## src/tcr_cfg.svh

```systemverilog
// Purpose: constants for the timer count, reload and capture block
// Assumes: byte registers on a word-wide APB port
// Notes: printed offsets are not all multiples of four, so byte address = 4 * index
`ifndef TCR_CFG_SVH
`define TCR_CFG_SVH

// ----------------------------------------
// Register indices
// ----------------------------------------
`define TCR_IDX_COUNT_LOW 8'h68
`define TCR_IDX_COUNT_HIGH 8'h69
`define TCR_IDX_CAP_CTL 8'h6A
`define TCR_IDX_CAPA_LOW 8'h6B
`define TCR_IDX_CAPA_HIGH 8'h6C
`define TCR_IDX_CAPB_LOW 8'h6D
`define TCR_IDX_CAPB_HIGH 8'h6E
`define TCR_IDX_TIMER_CTL 8'h70

// ----------------------------------------
// Fields and reset values
// ----------------------------------------
`define TCR_CTL_ENABLE 0
`define TCR_CTL_CONTINUOUS 1
`define TCR_CTL_FORCE_RELOAD 2
`define TCR_EDGE_SELECT_CHAN_A_LSB 0
`define TCR_EDGE_SELECT_CHAN_B_LSB 2
`define TCR_CAP_CTL_MASK 8'h0F
`define TCR_CTL_MASK 8'h03
`define TCR_RESET_BYTE 8'h00
`define TCR_RESET_WORD 16'h0000

`endif

```

## src/tcr_pkg.sv

```systemverilog
// Purpose: types for the timer count, reload and capture block
// Assumes: tcr_cfg.svh holds the numbers
// Notes: edge coding is shared by both capture channels
package tcr_pkg;

	typedef enum logic [1:0] {
		TCR_EDGE_OFF = 2'h0,
		TCR_EDGE_FALL = 2'h1,
		TCR_EDGE_RISE = 2'h2,
		TCR_EDGE_BOTH = 2'h3
	} tcr_edge_t;

	typedef enum logic {
		TCR_APB_IDLE,
		TCR_APB_DONE
	} tcr_apb_state_t;

endpackage

```

## src/tcr_capture_chan.sv

```systemverilog
// Purpose: one capture channel: synchroniser, edge detector and value register
// Assumes: pin is asynchronous to clk
// Notes: capture lands three edges after the pin moves
`include "tcr_cfg.svh"
module tcr_capture_chan
	import tcr_pkg::*;
#(
	parameter int WIDTH = 16
) (
	input wire logic clk,
	input wire logic sys_rst,
	input wire logic pin,
	input wire logic [1:0] edge_sel,
	input wire logic [WIDTH-1:0] count,
	output logic [WIDTH-1:0] value_q,
	output logic event_q
);

	logic sync1_q;
	logic sync2_q;
	logic prev_q;
	logic hit;

	// ----------------------------------------
	// Synchroniser and edge detection
	// ----------------------------------------
	always_ff @(posedge clk) begin
		if (sys_rst) begin
			sync1_q <= 1'b0;
			sync2_q <= 1'b0;
			prev_q <= 1'b0;
		end else begin
			sync1_q <= pin;
			sync2_q <= sync1_q;
			prev_q <= sync2_q;
		end
	end

	always_comb begin
		unique case (tcr_edge_t'(edge_sel))
			TCR_EDGE_OFF: hit = 1'b0; // see
			TCR_EDGE_FALL: hit = prev_q && !sync2_q;
			TCR_EDGE_RISE: hit = !prev_q && sync2_q;
			TCR_EDGE_BOTH: hit = prev_q != sync2_q;
		endcase
	end

	// ----------------------------------------
	// Capture value
	// ----------------------------------------
	always_ff @(posedge clk) begin
		if (sys_rst) begin
			value_q <= '0;
			event_q <= 1'b0;
		end else begin
			event_q <= hit;
			if (hit) begin
				value_q <= count;
			end
		end
	end

endmodule // tcr_capture_chan

```

## src/tcr_timer.sv

```systemverilog
// Function
// A high-byte read returns the counter's upper byte as held at the last low-byte read.
// Every low-byte read copies the counter's upper byte into a holding register.
// Reading the count bytes never disturbs counting or reloading.
// Software reads the low byte first and the high byte second for a coherent count.
// The high byte carries counter bit 15 at bit 7 down to counter bit 8 at bit 0.
// Each count byte and reload byte share one address: reads give count, writes set reload.
// In continuous mode the reload value enters the counter when the count ends.
// Writing 1 to the force-reload bit loads the reload value on the next clock edge.
// The reload value is high byte over low byte; both are write-only and reset to zero.
// Channel B edge field bits 3:2 selects off, falling, rising or both edges.
// Channel A edge field bits 1:0 uses the same coding.
// Channel A serves the first capture pin of this timer and channel B the second.
// A selected edge stores the current count in that channel's capture register.
// Capture inputs are synchronised and edges found by comparing successive samples.
//
// Purpose: 16-bit down counter with reload, coherent readout and two capture channels on APB
// Assumes: 32-bit APB, byte registers in the low lanes, byte address = 4 * index
// Notes: counts down from reload to 1; end of count is the step from 1 to reload or 0
//
// Implementation choice: the APB interface to the registers.
`include "tcr_cfg.svh"
module tcr_timer
	import tcr_pkg::*;
#(
	parameter int WIDTH = 16,
	parameter int ADDR_W = 12
) (
	input wire logic clk,
	input wire logic sys_rst,
	input wire logic psel,
	input wire logic penable,
	input wire logic pwrite,
	input wire logic [ADDR_W-1:0] paddr,
	input wire logic [31:0] pwdata,
	input wire logic [3:0] pstrb,
	output logic [31:0] prdata,
	output logic pready,
	output logic pslverr,
	input wire logic capture_input_chan_a,
	input wire logic capture_input_chan_b,
	output logic [WIDTH-1:0] count_q,
	output logic end_of_count_q,
	output logic capture_event_a_q,
	output logic capture_event_b_q
);

	// ----------------------------------------
	// Declarations
	// ----------------------------------------
	tcr_apb_state_t apb_state_q;
	logic [7:0] reload_value_low_q;
	logic [7:0] reload_value_high_q;
	logic [7:0] count_snapshot_high_q;
	logic [7:0] capture_edge_control_q;
	logic [7:0] timer_control_q;
	logic force_reload_q;
	logic [WIDTH-1:0] cap_a_value;
	logic [WIDTH-1:0] cap_b_value;
	logic cap_a_event;
	logic cap_b_event;
	logic access;
	logic wr_en;
	logic rd_en;
	logic mapped;
	logic [ADDR_W-3:0] idx;
	logic [7:0] rd_byte;
	logic [WIDTH-1:0] reload_word;
	logic count_end;

	function automatic logic hit_idx(input logic [ADDR_W-3:0] a, input logic [7:0] ref_idx);
		hit_idx = a == (ADDR_W-2)'(ref_idx);
	endfunction

	// ----------------------------------------
	// APB decode
	// ----------------------------------------
	assign idx = paddr[ADDR_W-1:2];
	assign access = psel && penable && (apb_state_q == TCR_APB_IDLE);
	assign wr_en = access && pwrite && pstrb[0] && mapped;
	assign rd_en = access && !pwrite && mapped;

	always_comb begin
		mapped = hit_idx(idx, `TCR_IDX_COUNT_LOW) || hit_idx(idx, `TCR_IDX_COUNT_HIGH)
			|| hit_idx(idx, `TCR_IDX_CAP_CTL) || hit_idx(idx, `TCR_IDX_CAPA_LOW)
			|| hit_idx(idx, `TCR_IDX_CAPA_HIGH) || hit_idx(idx, `TCR_IDX_CAPB_LOW)
			|| hit_idx(idx, `TCR_IDX_CAPB_HIGH) || hit_idx(idx, `TCR_IDX_TIMER_CTL);
	end

	always_comb begin
		rd_byte = `TCR_RESET_BYTE;
		if (hit_idx(idx, `TCR_IDX_COUNT_LOW)) begin
			rd_byte = count_q[7:0];
		end else if (hit_idx(idx, `TCR_IDX_COUNT_HIGH)) begin
			rd_byte = count_snapshot_high_q; // see
		end else if (hit_idx(idx, `TCR_IDX_CAP_CTL)) begin
			rd_byte = capture_edge_control_q & `TCR_CAP_CTL_MASK;
		end else if (hit_idx(idx, `TCR_IDX_CAPA_LOW)) begin
			rd_byte = cap_a_value[7:0];
		end else if (hit_idx(idx, `TCR_IDX_CAPA_HIGH)) begin
			rd_byte = cap_a_value[15:8];
		end else if (hit_idx(idx, `TCR_IDX_CAPB_LOW)) begin
			rd_byte = cap_b_value[7:0];
		end else if (hit_idx(idx, `TCR_IDX_CAPB_HIGH)) begin
			rd_byte = cap_b_value[15:8];
		end else if (hit_idx(idx, `TCR_IDX_TIMER_CTL)) begin
			rd_byte = timer_control_q & `TCR_CTL_MASK;
		end
	end

	// One wait state: answer registered, so every output comes from a flop
	always_ff @(posedge clk) begin
		if (sys_rst) begin
			apb_state_q <= TCR_APB_IDLE;
			pready <= 1'b0;
			pslverr <= 1'b0;
			prdata <= 32'h00000000;
		end else begin
			unique case (apb_state_q)
				TCR_APB_IDLE: begin
					pready <= access;
					pslverr <= access && !mapped;
					if (access) begin
						apb_state_q <= TCR_APB_DONE;
						prdata <= (rd_en) ? {24'h000000, rd_byte} : 32'h00000000;
					end
				end
				TCR_APB_DONE: begin
					apb_state_q <= TCR_APB_IDLE;
					pready <= 1'b0;
					pslverr <= 1'b0;
				end
			endcase
		end
	end

	// ----------------------------------------
	// Writable registers
	// ----------------------------------------
	always_ff @(posedge clk) begin
		if (sys_rst) begin
			reload_value_low_q <= `TCR_RESET_BYTE;
			reload_value_high_q <= `TCR_RESET_BYTE;
			capture_edge_control_q <= `TCR_RESET_BYTE;
			timer_control_q <= `TCR_RESET_BYTE;
			force_reload_q <= 1'b0;
		end else begin
			force_reload_q <= 1'b0;
			if (wr_en) begin
				if (hit_idx(idx, `TCR_IDX_COUNT_LOW)) begin
					reload_value_low_q <= pwdata[7:0];
				end
				if (hit_idx(idx, `TCR_IDX_COUNT_HIGH)) begin
					reload_value_high_q <= pwdata[7:0];
				end
				if (hit_idx(idx, `TCR_IDX_CAP_CTL)) begin
					capture_edge_control_q <= pwdata[7:0] & `TCR_CAP_CTL_MASK;
				end
				if (hit_idx(idx, `TCR_IDX_TIMER_CTL)) begin
					timer_control_q <= pwdata[7:0] & `TCR_CTL_MASK;
					force_reload_q <= pwdata[`TCR_CTL_FORCE_RELOAD];
				end
			end
		end
	end

	// ----------------------------------------
	// Count snapshot
	// ----------------------------------------
	// Only a low-byte read moves the snapshot; high-byte read has no side effect
	always_ff @(posedge clk) begin
		if (sys_rst) begin
			count_snapshot_high_q <= `TCR_RESET_BYTE;
		end else if (rd_en && hit_idx(idx, `TCR_IDX_COUNT_LOW)) begin
			count_snapshot_high_q <= count_q[15:8]; // see see
		end
	end

	// ----------------------------------------
	// Counter
	// ----------------------------------------
	assign reload_word = {reload_value_high_q, reload_value_low_q};
	assign count_end = timer_control_q[`TCR_CTL_ENABLE] && (count_q == WIDTH'(1));

	// Reads feed nothing here, so they cannot disturb counting
	always_ff @(posedge clk) begin
		if (sys_rst) begin
			count_q <= `TCR_RESET_WORD;
			end_of_count_q <= 1'b0;
		end else begin
			end_of_count_q <= count_end;
			if (force_reload_q) begin
				count_q <= reload_word; // see
			end else if (count_end) begin
				if (timer_control_q[`TCR_CTL_CONTINUOUS]) begin
					count_q <= reload_word;
				end else begin
					count_q <= `TCR_RESET_WORD;
				end
			end else if (timer_control_q[`TCR_CTL_ENABLE] && count_q != `TCR_RESET_WORD) begin
				count_q <= count_q - WIDTH'(1);
			end
		end
	end

	// ----------------------------------------
	// Capture channels
	// ----------------------------------------
	tcr_capture_chan #(
		.WIDTH(WIDTH)
	) u_chan_a (
		.clk(clk),
		.sys_rst(sys_rst),
		.pin(capture_input_chan_a),
		.edge_sel(capture_edge_control_q[`TCR_EDGE_SELECT_CHAN_A_LSB +: 2]),
		.count(count_q),
		.value_q(cap_a_value),
		.event_q(cap_a_event)
	);

	tcr_capture_chan #(
		.WIDTH(WIDTH)
	) u_chan_b (
		.clk(clk),
		.sys_rst(sys_rst),
		.pin(capture_input_chan_b),
		.edge_sel(capture_edge_control_q[`TCR_EDGE_SELECT_CHAN_B_LSB +: 2]),
		.count(count_q),
		.value_q(cap_b_value),
		.event_q(cap_b_event)
	);

	always_ff @(posedge clk) begin
		if (sys_rst) begin
			capture_event_a_q <= 1'b0;
			capture_event_b_q <= 1'b0;
		end else begin
			capture_event_a_q <= cap_a_event;
			capture_event_b_q <= cap_b_event;
		end
	end

endmodule // tcr_timer

```

## config.mk

```make
export PLATFORM = sky130hd
export DESIGN_NAME = tcr_timer
export DESIGN_NICKNAME = d
export VERILOG_FILES = /design/src/tcr_pkg.sv /design/src/tcr_capture_chan.sv /design/src/tcr_timer.sv
export VERILOG_INCLUDE_DIRS = /design/src
export SDC_FILE = /design/constraint.sdc
export NUM_CORES = 1
export LEC_CHECK = 0
export BUFFER_PORTS_ARGS = -buffer_cell sky130_fd_sc_hd__buf_2
export CAP_MARGIN = 0
export CORE_MARGIN = 4
export CORE_UTILIZATION = 55
export DETAILED_ROUTE_END_ITERATION = 8
export GPL_ROUTABILITY_DRIVEN = 0
export PLACE_DENSITY = 0.81
export SLEW_MARGIN = 20
export SYNTH_ARGS = -nofsm -noshare
export SYNTH_HDL_FRONTEND = slang
export SYNTH_SLANG_ARGS = --single-unit
```

## constraint.sdc

```tcl
create_clock -name clk -period 3.1 [get_ports clk]
set_clock_uncertainty 0.15 [all_clocks]
set_input_delay 0.31 -clock clk [delete_from_list [all_inputs] [get_ports clk]]
set_output_delay 0.31 -clock clk [all_outputs]
set_load 0.05 [all_outputs]
```

==> impl_metrics.toml, run 1 <==
[status]
status = "complete, no violations"

[pwr]
p_int_mw = 1.67
powerDensity_nw_per_um2 = 415
seq_power_share = 0.568
p_switching_mw = 0.598
p_leak_nw = 2.51
combinationalPowerShare = 0.084
clockPowerShare = 0.348
switching_share = 0.264
peakVddDrop_mv = 0.216

[die]
io-pin-count = 108
die_x_um = 103
initial_utilization = 0.571
die-area_sq_um = 10700
fp.coreArea_sq_um = 8760
rows = 34
dieHeight_um = 103

[timing]
relSlewSlack = 0.496
setup_tns_ns = 0
rsz0062_at_grt = "false"
finalMaxSlewViolations = 0
setup_violations = 0
max_freq_ghz = 0.375
finalHoldViolCount = 0
worst_pin_slew_ns = 0.753
min_period_ns = 2.67
fin_crit_sh = 0.860
final.setup.worst_slack_ns = 0.435

[synth]
yosys-top-cells-count = "dfxtp_1, nor2_1, mux2i_1, nand2_1, buf_4"
synth_cells = 564
synth_compound_area_frac = 0.152
syn_area_sq_um = 5000
ys_ff_latch = 100
yosysWarnings = 0
synth_mux_area_frac = 0.129
synth_most_common_cell = "dfxtp_1"
ys_async_sr_fraction = 0
yosysTopAreaCellShare = 0.400
synth-edff-count = 0
synth_cell_type_count = 67
postSynthAreaPerCell_sq_um = 8.87
synthTopCellsByArea = "dfxtp_1, mux2i_1, nor2_1"
synth_top_family_by_area = "simple AND/OR/NAND/NOR gates"
synth_ff_type = "dfxtp_1"
synthAdderAreaFrac = 0.0150
synth-xor-area-share = 0.00350
yosys.area_share.simple = 0.216
synth_seq_area_share = 0.400
synth.largest_area_cell = "dfxtp_1"

[worst_setup_path]
r2r-end = "count_q[3]"
r2r-start = "count_q[1]"
crit_path_end_kind = "flop"
r2r_cells = 7
path_max_fanout = 8
worst-setup-path-type = "reg -> reg"
cp-start-kind = "flop"
crit_arrival_ns = 2.74
rrSetupSlack_ns = 0.43
crit_required_ns = 3.18

[layout]
areaGrowthSynthToFinish_pct = 9.26
nets = 671
antenna_cells = 0
design_area_sq_um = 5460
drive_above_1_share = 0.164
fillers = 764

[hold_path]
worstHoldPathCells = 2
holdPathEnd = "u_chan_a.sync1_q"
hold_path_class = "in -> reg"
hold_start = "capture_input_chan_a"

[clocking]
root_buffer = "clkbuf_8"
cts_tree = "done"
path_clk_slew_ns = 0.09
cts_setup_buffers = 0
cts_buffers = 9
clock_path_buffers = 2
clk_latency_ns = 0.36
cts_max_level = 3
cts.sinks = 100

[run]
maxCapViolations = 0

[placed_design]
pre_cts_slack_ns = 0.541
dp_hpwl_um = 9200
placed_cell_area_sq_um = 5260
io_buffers = 54

[detailed_routing]
via_per_inst = 6.03
wire_per_inst_um = 17.8
ant_nets = 0
wirelength_um = 12800
vias = 4358
drt_iter0_drc = 297
firstDrtPassIters = 5
drcViolationCount = 0

[global_routing]
grt_pass1_vias = 4118
grt_start_max_net_pins = 36
grt_antenna_before_repair = 0
grt_pass1_wl_um = 20300
grt_usage = 0.247
overflow = 0
[critical path, cell delays in order, from the launching register on]
cell      delay [ns]
dfxtp_1         0.44
inv_1           0.19
ha_1            0.34
nor4b_1         0.46
nand4_1         0.18
and2_1          0.26
nor2_1          0.35
a221oi_1        0.17
[per-stage QoR]
step	power, mW	hold slack, ns	utilization	cells
final	2.27	0.00202	0.624	723
after global routing	2.36	0.0161	0.624	723
after CTS	2.27	0.0000873	0.623	723
after detailed placement	1.50	0.280	0.600	706
after global placement	1.50	0.267	0.600	706
after floorplan	1.48	0.264	-	587
[worst max path at each step]
stage,cells past startpoint,to,startpoint
2_1_floorplan,6,count_q[10],count_q[1]
3_3_place_gp,7,count_q[7],count_q[1]
3_5_place_dp,6,count_snapshot_high_q[3],paddr[4]
4_1_cts,7,count_q[3],count_q[1]
5_1_grt,7,count_q[3],count_q[1]
6_report,7,count_q[3],count_q[1]
[kinds of logic after synthesis]
logic type      count (synthesis)
mux                            64
other cells                     1
buf+inv                        75
compound gates                104
fa+ha+maj                       6
simple gates                  212
flops                         100
xor+xnor                        2
[power groups by stage]
stage,registers [mW],clock network (mW),logic (mW)
finish,1.29,0.789,0.190
global route,1.29,0.863,0.203
global placement,1.32,0,0.182
CTS,1.29,0.797,0.187
detailed placement,1.32,0,0.185
floorplan,1.32,0,0.158
[per-layer routing]
metal	track usage	share of wire	vias up
li1	-	-	2052
met4	0.104	0.029	0
met2	0.390	0.46	232
met1	0.334	0.43	2038
met5	0	0	-
met3	0.0429	0.082	36
[what timing repair did]
item                                   4_1_cts  5_1_grt
hold buffers                                 1        0
gates resized for setup                      0        0
endpoints found under the hold margin        1        0
[sequential cells by signal, indices dropped and copies added (netlist names), 2 cells and up]
| signal | flops |
|---|---|
| u_chan_b.value_q | 16 |
| count_snapshot_high_q | 8 |
| timer_control_q | 2 |
| capture_edge_control_q | 4 |
| reload_value_low_q | 8 |
| prdata | 8 |
| reload_value_high_q | 8 |
| u_chan_a.value_q | 16 |
| count_q | 16 |
[cell type report]
class / instances / area [sq um] / area share
Multi-Input combinational cell: 412 / 2690 / 0.491
Sequential cell: 100 / 2000 / 0.366
Timing Repair Buffer: 69 / 385 / 0.0705
Clock buffer: 12 / 155 / 0.0284
Tap cell: 108 / 135 / 0.0247
Inverter: 18 / 67.6 / 0.0124
Clock inverter: 4 / 33.8 / 0.00618
[cell usage in the layout (no fill, tap or decap), types with 2 or more instances in the layout]
| cell type | n |
|---|---|
| conb_1 | 24 |
| nor4b_1 | 3 |
| nor4_1 | 4 |
| o2bb2ai_1 | 3 |
| a221oi_1 | 4 |
| o22ai_1 | 9 |
| nand2b_1 | 10 |
| a211oi_1 | 8 |
| and3_1 | 6 |
| buf_2 | 54 |
| o31ai_1 | 8 |
| nand4_1 | 4 |
| or3_1 | 5 |
| ha_1 | 6 |
| mux2i_1 | 61 |
| a32oi_1 | 8 |
| a21o_1 | 2 |
| clkinv_4 | 3 |
| or2_2 | 2 |
| a22oi_1 | 7 |
| or4_1 | 4 |
| nand3_2 | 2 |
| nor3_1 | 9 |
| a31oi_1 | 2 |
| nand2_1 | 42 |
| mux2_2 | 3 |
| and2_1 | 3 |
| o21ai_0 | 7 |
| nor2b_1 | 14 |
| inv_1 | 17 |
| buf_4 | 14 |
| a221o_1 | 5 |
| clkbuf_8 | 11 |
| o211a_1 | 4 |
| nand3_1 | 15 |
| nor2_1 | 79 |
| dfxtp_1 | 100 |
| a21oi_1 | 21 |
No activity file was read; power rests on OpenSTA's default activity.
==> run 2: changes to the inputs <==
ABC_AREA = 1   (was unset)
PLACE_DENSITY = 0.8   (was 0.81)
==> impl_metrics.toml, run 2 <==
[synth]
yosysWarnings = 0
ys_async_sr_fraction = 0
synth.largest_area_cell = "dfxtp_1"
synth_seq_area_share = 0.398
synthTopCellsByArea = "dfxtp_1, nand2_1, a21oi_1"
synth_ff_type = "dfxtp_1"
ys_ff_latch = 100
yosys-top-cells-count = "nand2_1, a21oi_1, dfxtp_1, inv_1, nor2_1"
synth_cell_type_count = 35
syn_area_sq_um = 5030
postSynthAreaPerCell_sq_um = 6.85
synth_most_common_cell = "nand2_1"
synth-edff-count = 0
yosysTopAreaCellShare = 0.398
synth_cells = 734

[placed_design]
dp_hpwl_um = 9440
io_buffers = 54

[layout]
postLayoutCoreUtil = 0.621
antenna_cells = 0
drive_above_1_share = 0.143
nets = 841
areaGrowthSynthToFinish_pct = 8.86
largestRegisters = "count_q: 16 flops, u_chan_a.value_q: 16 flops, u_chan_b.value_q: 16 flops"
final_common_cell = "nand2_1"
mostFrequentLayoutCells = "nand2_1, a21oi_1, dfxtp_1"

[global_routing]
grt_pass1_vias = 4485
grt_start_max_net_pins = 57
overflow = 0
grt_antenna_before_repair = 0
grt_usage = 0.237
grt_pass1_wl_um = 21200

[detailed_routing]
drt_iter0_drc = 354
wirelength_um = 12900
ant_nets = 0
wire_per_inst_um = 14.4
firstDrtPassIters = 8
via_per_inst = 5.38
drcViolationCount = 0
vias = 4805

[timing]
rsz0062_at_grt = "false"
fin_crit_sh = 0.738
finalMaxSlewViolations = 0
setup_violations = 0
max_freq_ghz = 0.437
min_period_ns = 2.29
relSlewSlack = 0.550
worst_pin_slew_ns = 0.674
finalHoldViolCount = 0
setup_tns_ns = 0

[clocking]
cts_buffers = 9
cts.sinks = 100
path_clk_slew_ns = 0.09
clk_latency_ns = 0.36
cts_tree = "done"
clock_path_buffers = 2
cts_max_level = 3
root_buffer = "clkbuf_8"

[worst_setup_path]
path_max_fanout = 25
r2r-end = "count_q[6]"
crit_arrival_ns = 2.39
rrSetupSlack_ns = 0.81
crit_required_ns = 3.20
worstPathCellList = "inv_1 -> ha_1 -> inv_1 -> nor2_1 -> inv_2 -> nor2_4 -> nand2_1 -> nand2_2 -> nand2_4 -> o21ai_0 -> a31oi_1"
cp-start-kind = "flop"
worst_path_most_repeated_cell = "inv_1"
cp-endpoint = "count_q[6]"
critPathMaxStageDelay_ns = 0.39
crit_slowest_cell = "dfxtp_1"
crit_path_end_kind = "flop"
worst-setup-path-type = "reg -> reg"
cp_top_family = "simple AND/OR/NAND/NOR gates"
r2r_cells = 11
cp.buffers_inverters = 3
r2r-start = "count_q[0]"
crit_start = "count_q[0]"
crit_cells = 11

[pwr]
p_leak_nw = 2.35
seq_power_share = 0.579
p_int_mw = 1.65
switching_share = 0.257
peakVddDrop_mv = 0.244
p_switching_mw = 0.573
clockPowerShare = 0.347
power_mw = 2.23
combinationalPowerShare = 0.074
powerDensity_nw_per_um2 = 407

[die]
initial_utilization = 0.571
die_x_um = 104
rows = 34
fp.coreArea_sq_um = 8810
io-pin-count = 108
die-area_sq_um = 10700
dieHeight_um = 104

[run]
maxCapViolations = 0

[hold_path]
hold_path_class = "in -> reg"
worstHoldPathCells = 3

[status]
status = "complete, no violations"
-- run 2: cell types whose count changed after synthesis, moves of 23 or more --
cell / change
inv_1: +62
a21oi_1: +78
nand2_1: +117
mux2i_1: -61
o21ai_0: +37
nand3_1: +23
-- run 2: cells by family (layout without fill, tap and decap cells) --
group           after synthesis  in the layout  synth area share
buf+inv                     143            171             0.129
xor+xnor                      5              5           0.00871
other cells                   1             24          0.000746
flops                       100            100             0.398
fa+ha+maj                     6              6            0.0149
simple gates                308            308             0.273
compound gates              171            171             0.176
-- run 2: how the worst min path moves through the flow --
stage	start	to	slack, ns
after floorplan	u_chan_a.event_q	capture_event_a_q	0.24
after global placement	u_chan_a.sync1_q	u_chan_a.sync2_q	0.24
after detailed placement	u_chan_a.sync1_q	u_chan_a.sync2_q	0.25
after CTS	pwdata[7]	reload_value_low_q[7]	0.05
after global routing	pwdata[6]	reload_value_high_q[6]	0.05
final	pwdata[7]	reload_value_low_q[7]	0.06
-- run 2: timing repair --
action                                  in CTS  in global routing
hold buffers                                 2                  0
endpoints found under the setup margin       0                  0
hold endpoints to repair                     2                  0
gates resized for setup                      0                  0
setup buffers                                0                  0
-- run 2: area by class of cell --
type | instances | area [sq um]
flip-flops and latches | 100 | 2000
fillers | 797 | 3330
multi-input cells | 514 | 2470
clock inverters | 3 | 21.3
repair buffers | 62 | 335
well taps | 108 | 135
inverters | 93 | 349
clock buffers | 13 | 159
-- run 2: through the flow --
step	setup WS, ns	instances	hold WS (ns)	area, sq um
detailed placement	0.885	875	0.246	5270
global placement	0.903	875	0.242	5270
global route	0.578	893	0.0514	5470
floorplan	0.914	757	0.238	5110
CTS	0.844	893	0.0498	5470
finish	0.811	893	0.0576	5470
-- run 2: power groups by stage --
stage          Combinational (mW)  Clock [mW]  Sequential (mW)
2_1_floorplan               0.140           0             1.32
3_3_place_gp                0.156           0             1.32
3_5_place_dp                0.160           0             1.32
4_1_cts                     0.162       0.780             1.29
5_1_grt                     0.176       0.838             1.29
6_report                    0.165       0.773             1.29
-- run 2: layer usage --
| layer | vias to the layer above | global-route usage | wire length (um) |
|---|---|---|---|
| met5 | - | 0 | 0 |
| met4 | 0 | 0.0921 | 380 |
| met3 | 32 | 0.0466 | 1090 |
| met2 | 217 | 0.399 | 6120 |
| met1 | 2144 | 0.299 | 5300 |
| li1 | 2412 | - | - |
-- run 2: worst min-delay path: cells and delay by family --
kind | cells | cell delay (ns)
simple gates | 1 | 0.06
compound gates | 1 | 0.06
buf+inv | 1 | 0.11
==> run 3: changes to the inputs <==
ABC_AREA = 0   (was 1)
CORE_UTILIZATION = 49   (was 55)
PLACE_DENSITY = 0.76   (was 0.8)
clock period = 1.9 ns   (was 3.1 ns; I/O delays follow)
==> impl_metrics.toml, run 3 (same netlist as run 1, synthesis figures left out) <==
[worst_setup_path]
crit_arrival_ns = 2.27
cp-start-kind = "flop"
r2r_cells = 7
r2r-end = "count_q[7]"
crit_required_ns = 1.99
crit_slowest_cell = "or4_4"
worstPathCellList = "or4_4 -> nor2_4 -> buf_4 -> buf_6 -> a21oi_4 -> a32oi_1 -> o21ai_1"
path_max_fanout = 5
worst-setup-path-type = "reg -> reg"
critPathMaxStageDelay_ns = 0.62
crit_path_end_kind = "flop"
r2r-start = "count_q[4]"
rrSetupSlack_ns = -0.28

[clocking]
root_buffer = "clkbuf_8"
cts_tree = "done"
cts_buffers = 9
cts.sinks = 100
clk_latency_ns = 0.38
cts_max_level = 3
clock_path_buffers = 2
path_clk_slew_ns = 0.11

[layout]
drive_above_1_share = 0.315
areaGrowthSynthToFinish_pct = 29.5
largestRegisters = "count_q: 16 flops, u_chan_a.value_q: 16 flops, u_chan_b.value_q: 16 flops"
final_common_cell = "dfxtp_1"
antenna_cells = 0
nets = 754
postLayoutCoreUtil = 0.657
final_cells = 831
design_area_sq_um = 6480
mostFrequentLayoutCells = "dfxtp_1, nor2_1, buf_4"
fillers = 768

[status]
violations = "setup timing"
status = "complete, but fails checks"

[hold_path]
worstHoldPathCells = 4
hold_start = "pwrite"
hold_path_class = "in -> reg"
holdPathEnd = "count_snapshot_high_q[4]"

[die]
fp.coreArea_sq_um = 9860
rows = 36
io-pin-count = 108
initial_utilization = 0.507
die_x_um = 109
die-area_sq_um = 11900
dieHeight_um = 109

[placed_design]
dp_hpwl_um = 10600
placed_cell_area_sq_um = 5890
io_buffers = 54
pre_cts_slack_ns = -0.250
dp.cells = 794

[detailed_routing]
vias = 4845
drt_iter0_drc = 388
via_per_inst = 5.83
firstDrtPassIters = 5
wirelength_um = 15200
wire_per_inst_um = 18.2
ant_nets = 0
drcViolationCount = 0

[global_routing]
grt_antenna_before_repair = 0
grt_usage = 0.253
grt_pass1_vias = 4627
grt_start_max_net_pins = 35
overflow = 0
grt_pass1_wl_um = 23300

[timing]
worst_pin_slew_ns = 0.580
hold_ws_ns = 0.0644
min_period_ns = 2.18
final.setup.worst_slack_ns = -0.277
finalMaxSlewViolations = 0
relSlewSlack = 0.613
finalHoldViolCount = 0
rsz0062_at_grt = "true"
setup_violations = 16
max_freq_ghz = 0.459
fin_crit_sh = 1.15
setup_tns_ns = -2.72

[pwr]
power_mw = 3.80
peakVddDrop_mv = 0.339
powerDensity_nw_per_um2 = 587
p_leak_nw = 3.00

[run]
maxCapViolations = 0
## run 3: routing by layer
layer	track usage	routed length, um	vias to the layer above
met5	0	33	-
met4	0.113	584	2
met3	0.0598	1490	52
met2	0.398	7030	277
met1	0.330	6020	2272
li1	-	-	2242
## run 3: critical path: cells and delay by family (launching register included)
kind,cells,cell delay [ns]
buffers and inverters,2,0.27
DFF,1,0.35
AOI/OAI and AO/OA,3,0.49
and+or+nand+nor,2,0.79
## run 3: area by class of cell
class	instances	area, sq um	area share
Tap cell	133	166	0.0257
Clock buffer	9	124	0.0191
Timing Repair Buffer	149	1080	0.167
Sequential cell	100	2030	0.314
Inverter	18	67.6	0.0104
Multi-Input combinational cell	415	2940	0.454
Clock inverter	7	66.3	0.0102
## run 3: how the worst max path moves through the flow
| stage | from | endpoint | slack, ns | cells past startpoint |
|---|---|---|---|---|
| 3_5_place_dp | paddr[3] | prdata[1] | -0.25 | 6 |
| 2_1_floorplan | count_q[2] | count_q[3] | -0.24 | 8 |
| 6_report | count_q[4] | count_q[7] | -0.28 | 7 |
| 5_1_grt | count_q[4] | count_q[7] | -0.30 | 7 |
| 4_1_cts | count_q[2] | count_q[2] | -0.13 | 5 |
| 3_3_place_gp | paddr[10] | count_snapshot_high_q[0] | -0.20 | 6 |
## run 3: report_power, final
part / switching, mW / internal, mW
combinational: 0.254 / 0.109
clock: 0.834 / 0.510
sequential: 0.00225 / 2.10
total: 1.09 / 2.71
## run 3: repair_timing
action | CTS | global route
resized for setup | 11 | 27
pin swaps | 4 | 17
endpoints found under the setup margin | 32 | 17
setup buffers | 3 | 5
hold endpoints to repair | 24 | 0
gates cloned | 1 | 2
hold buffers | 10 | 0
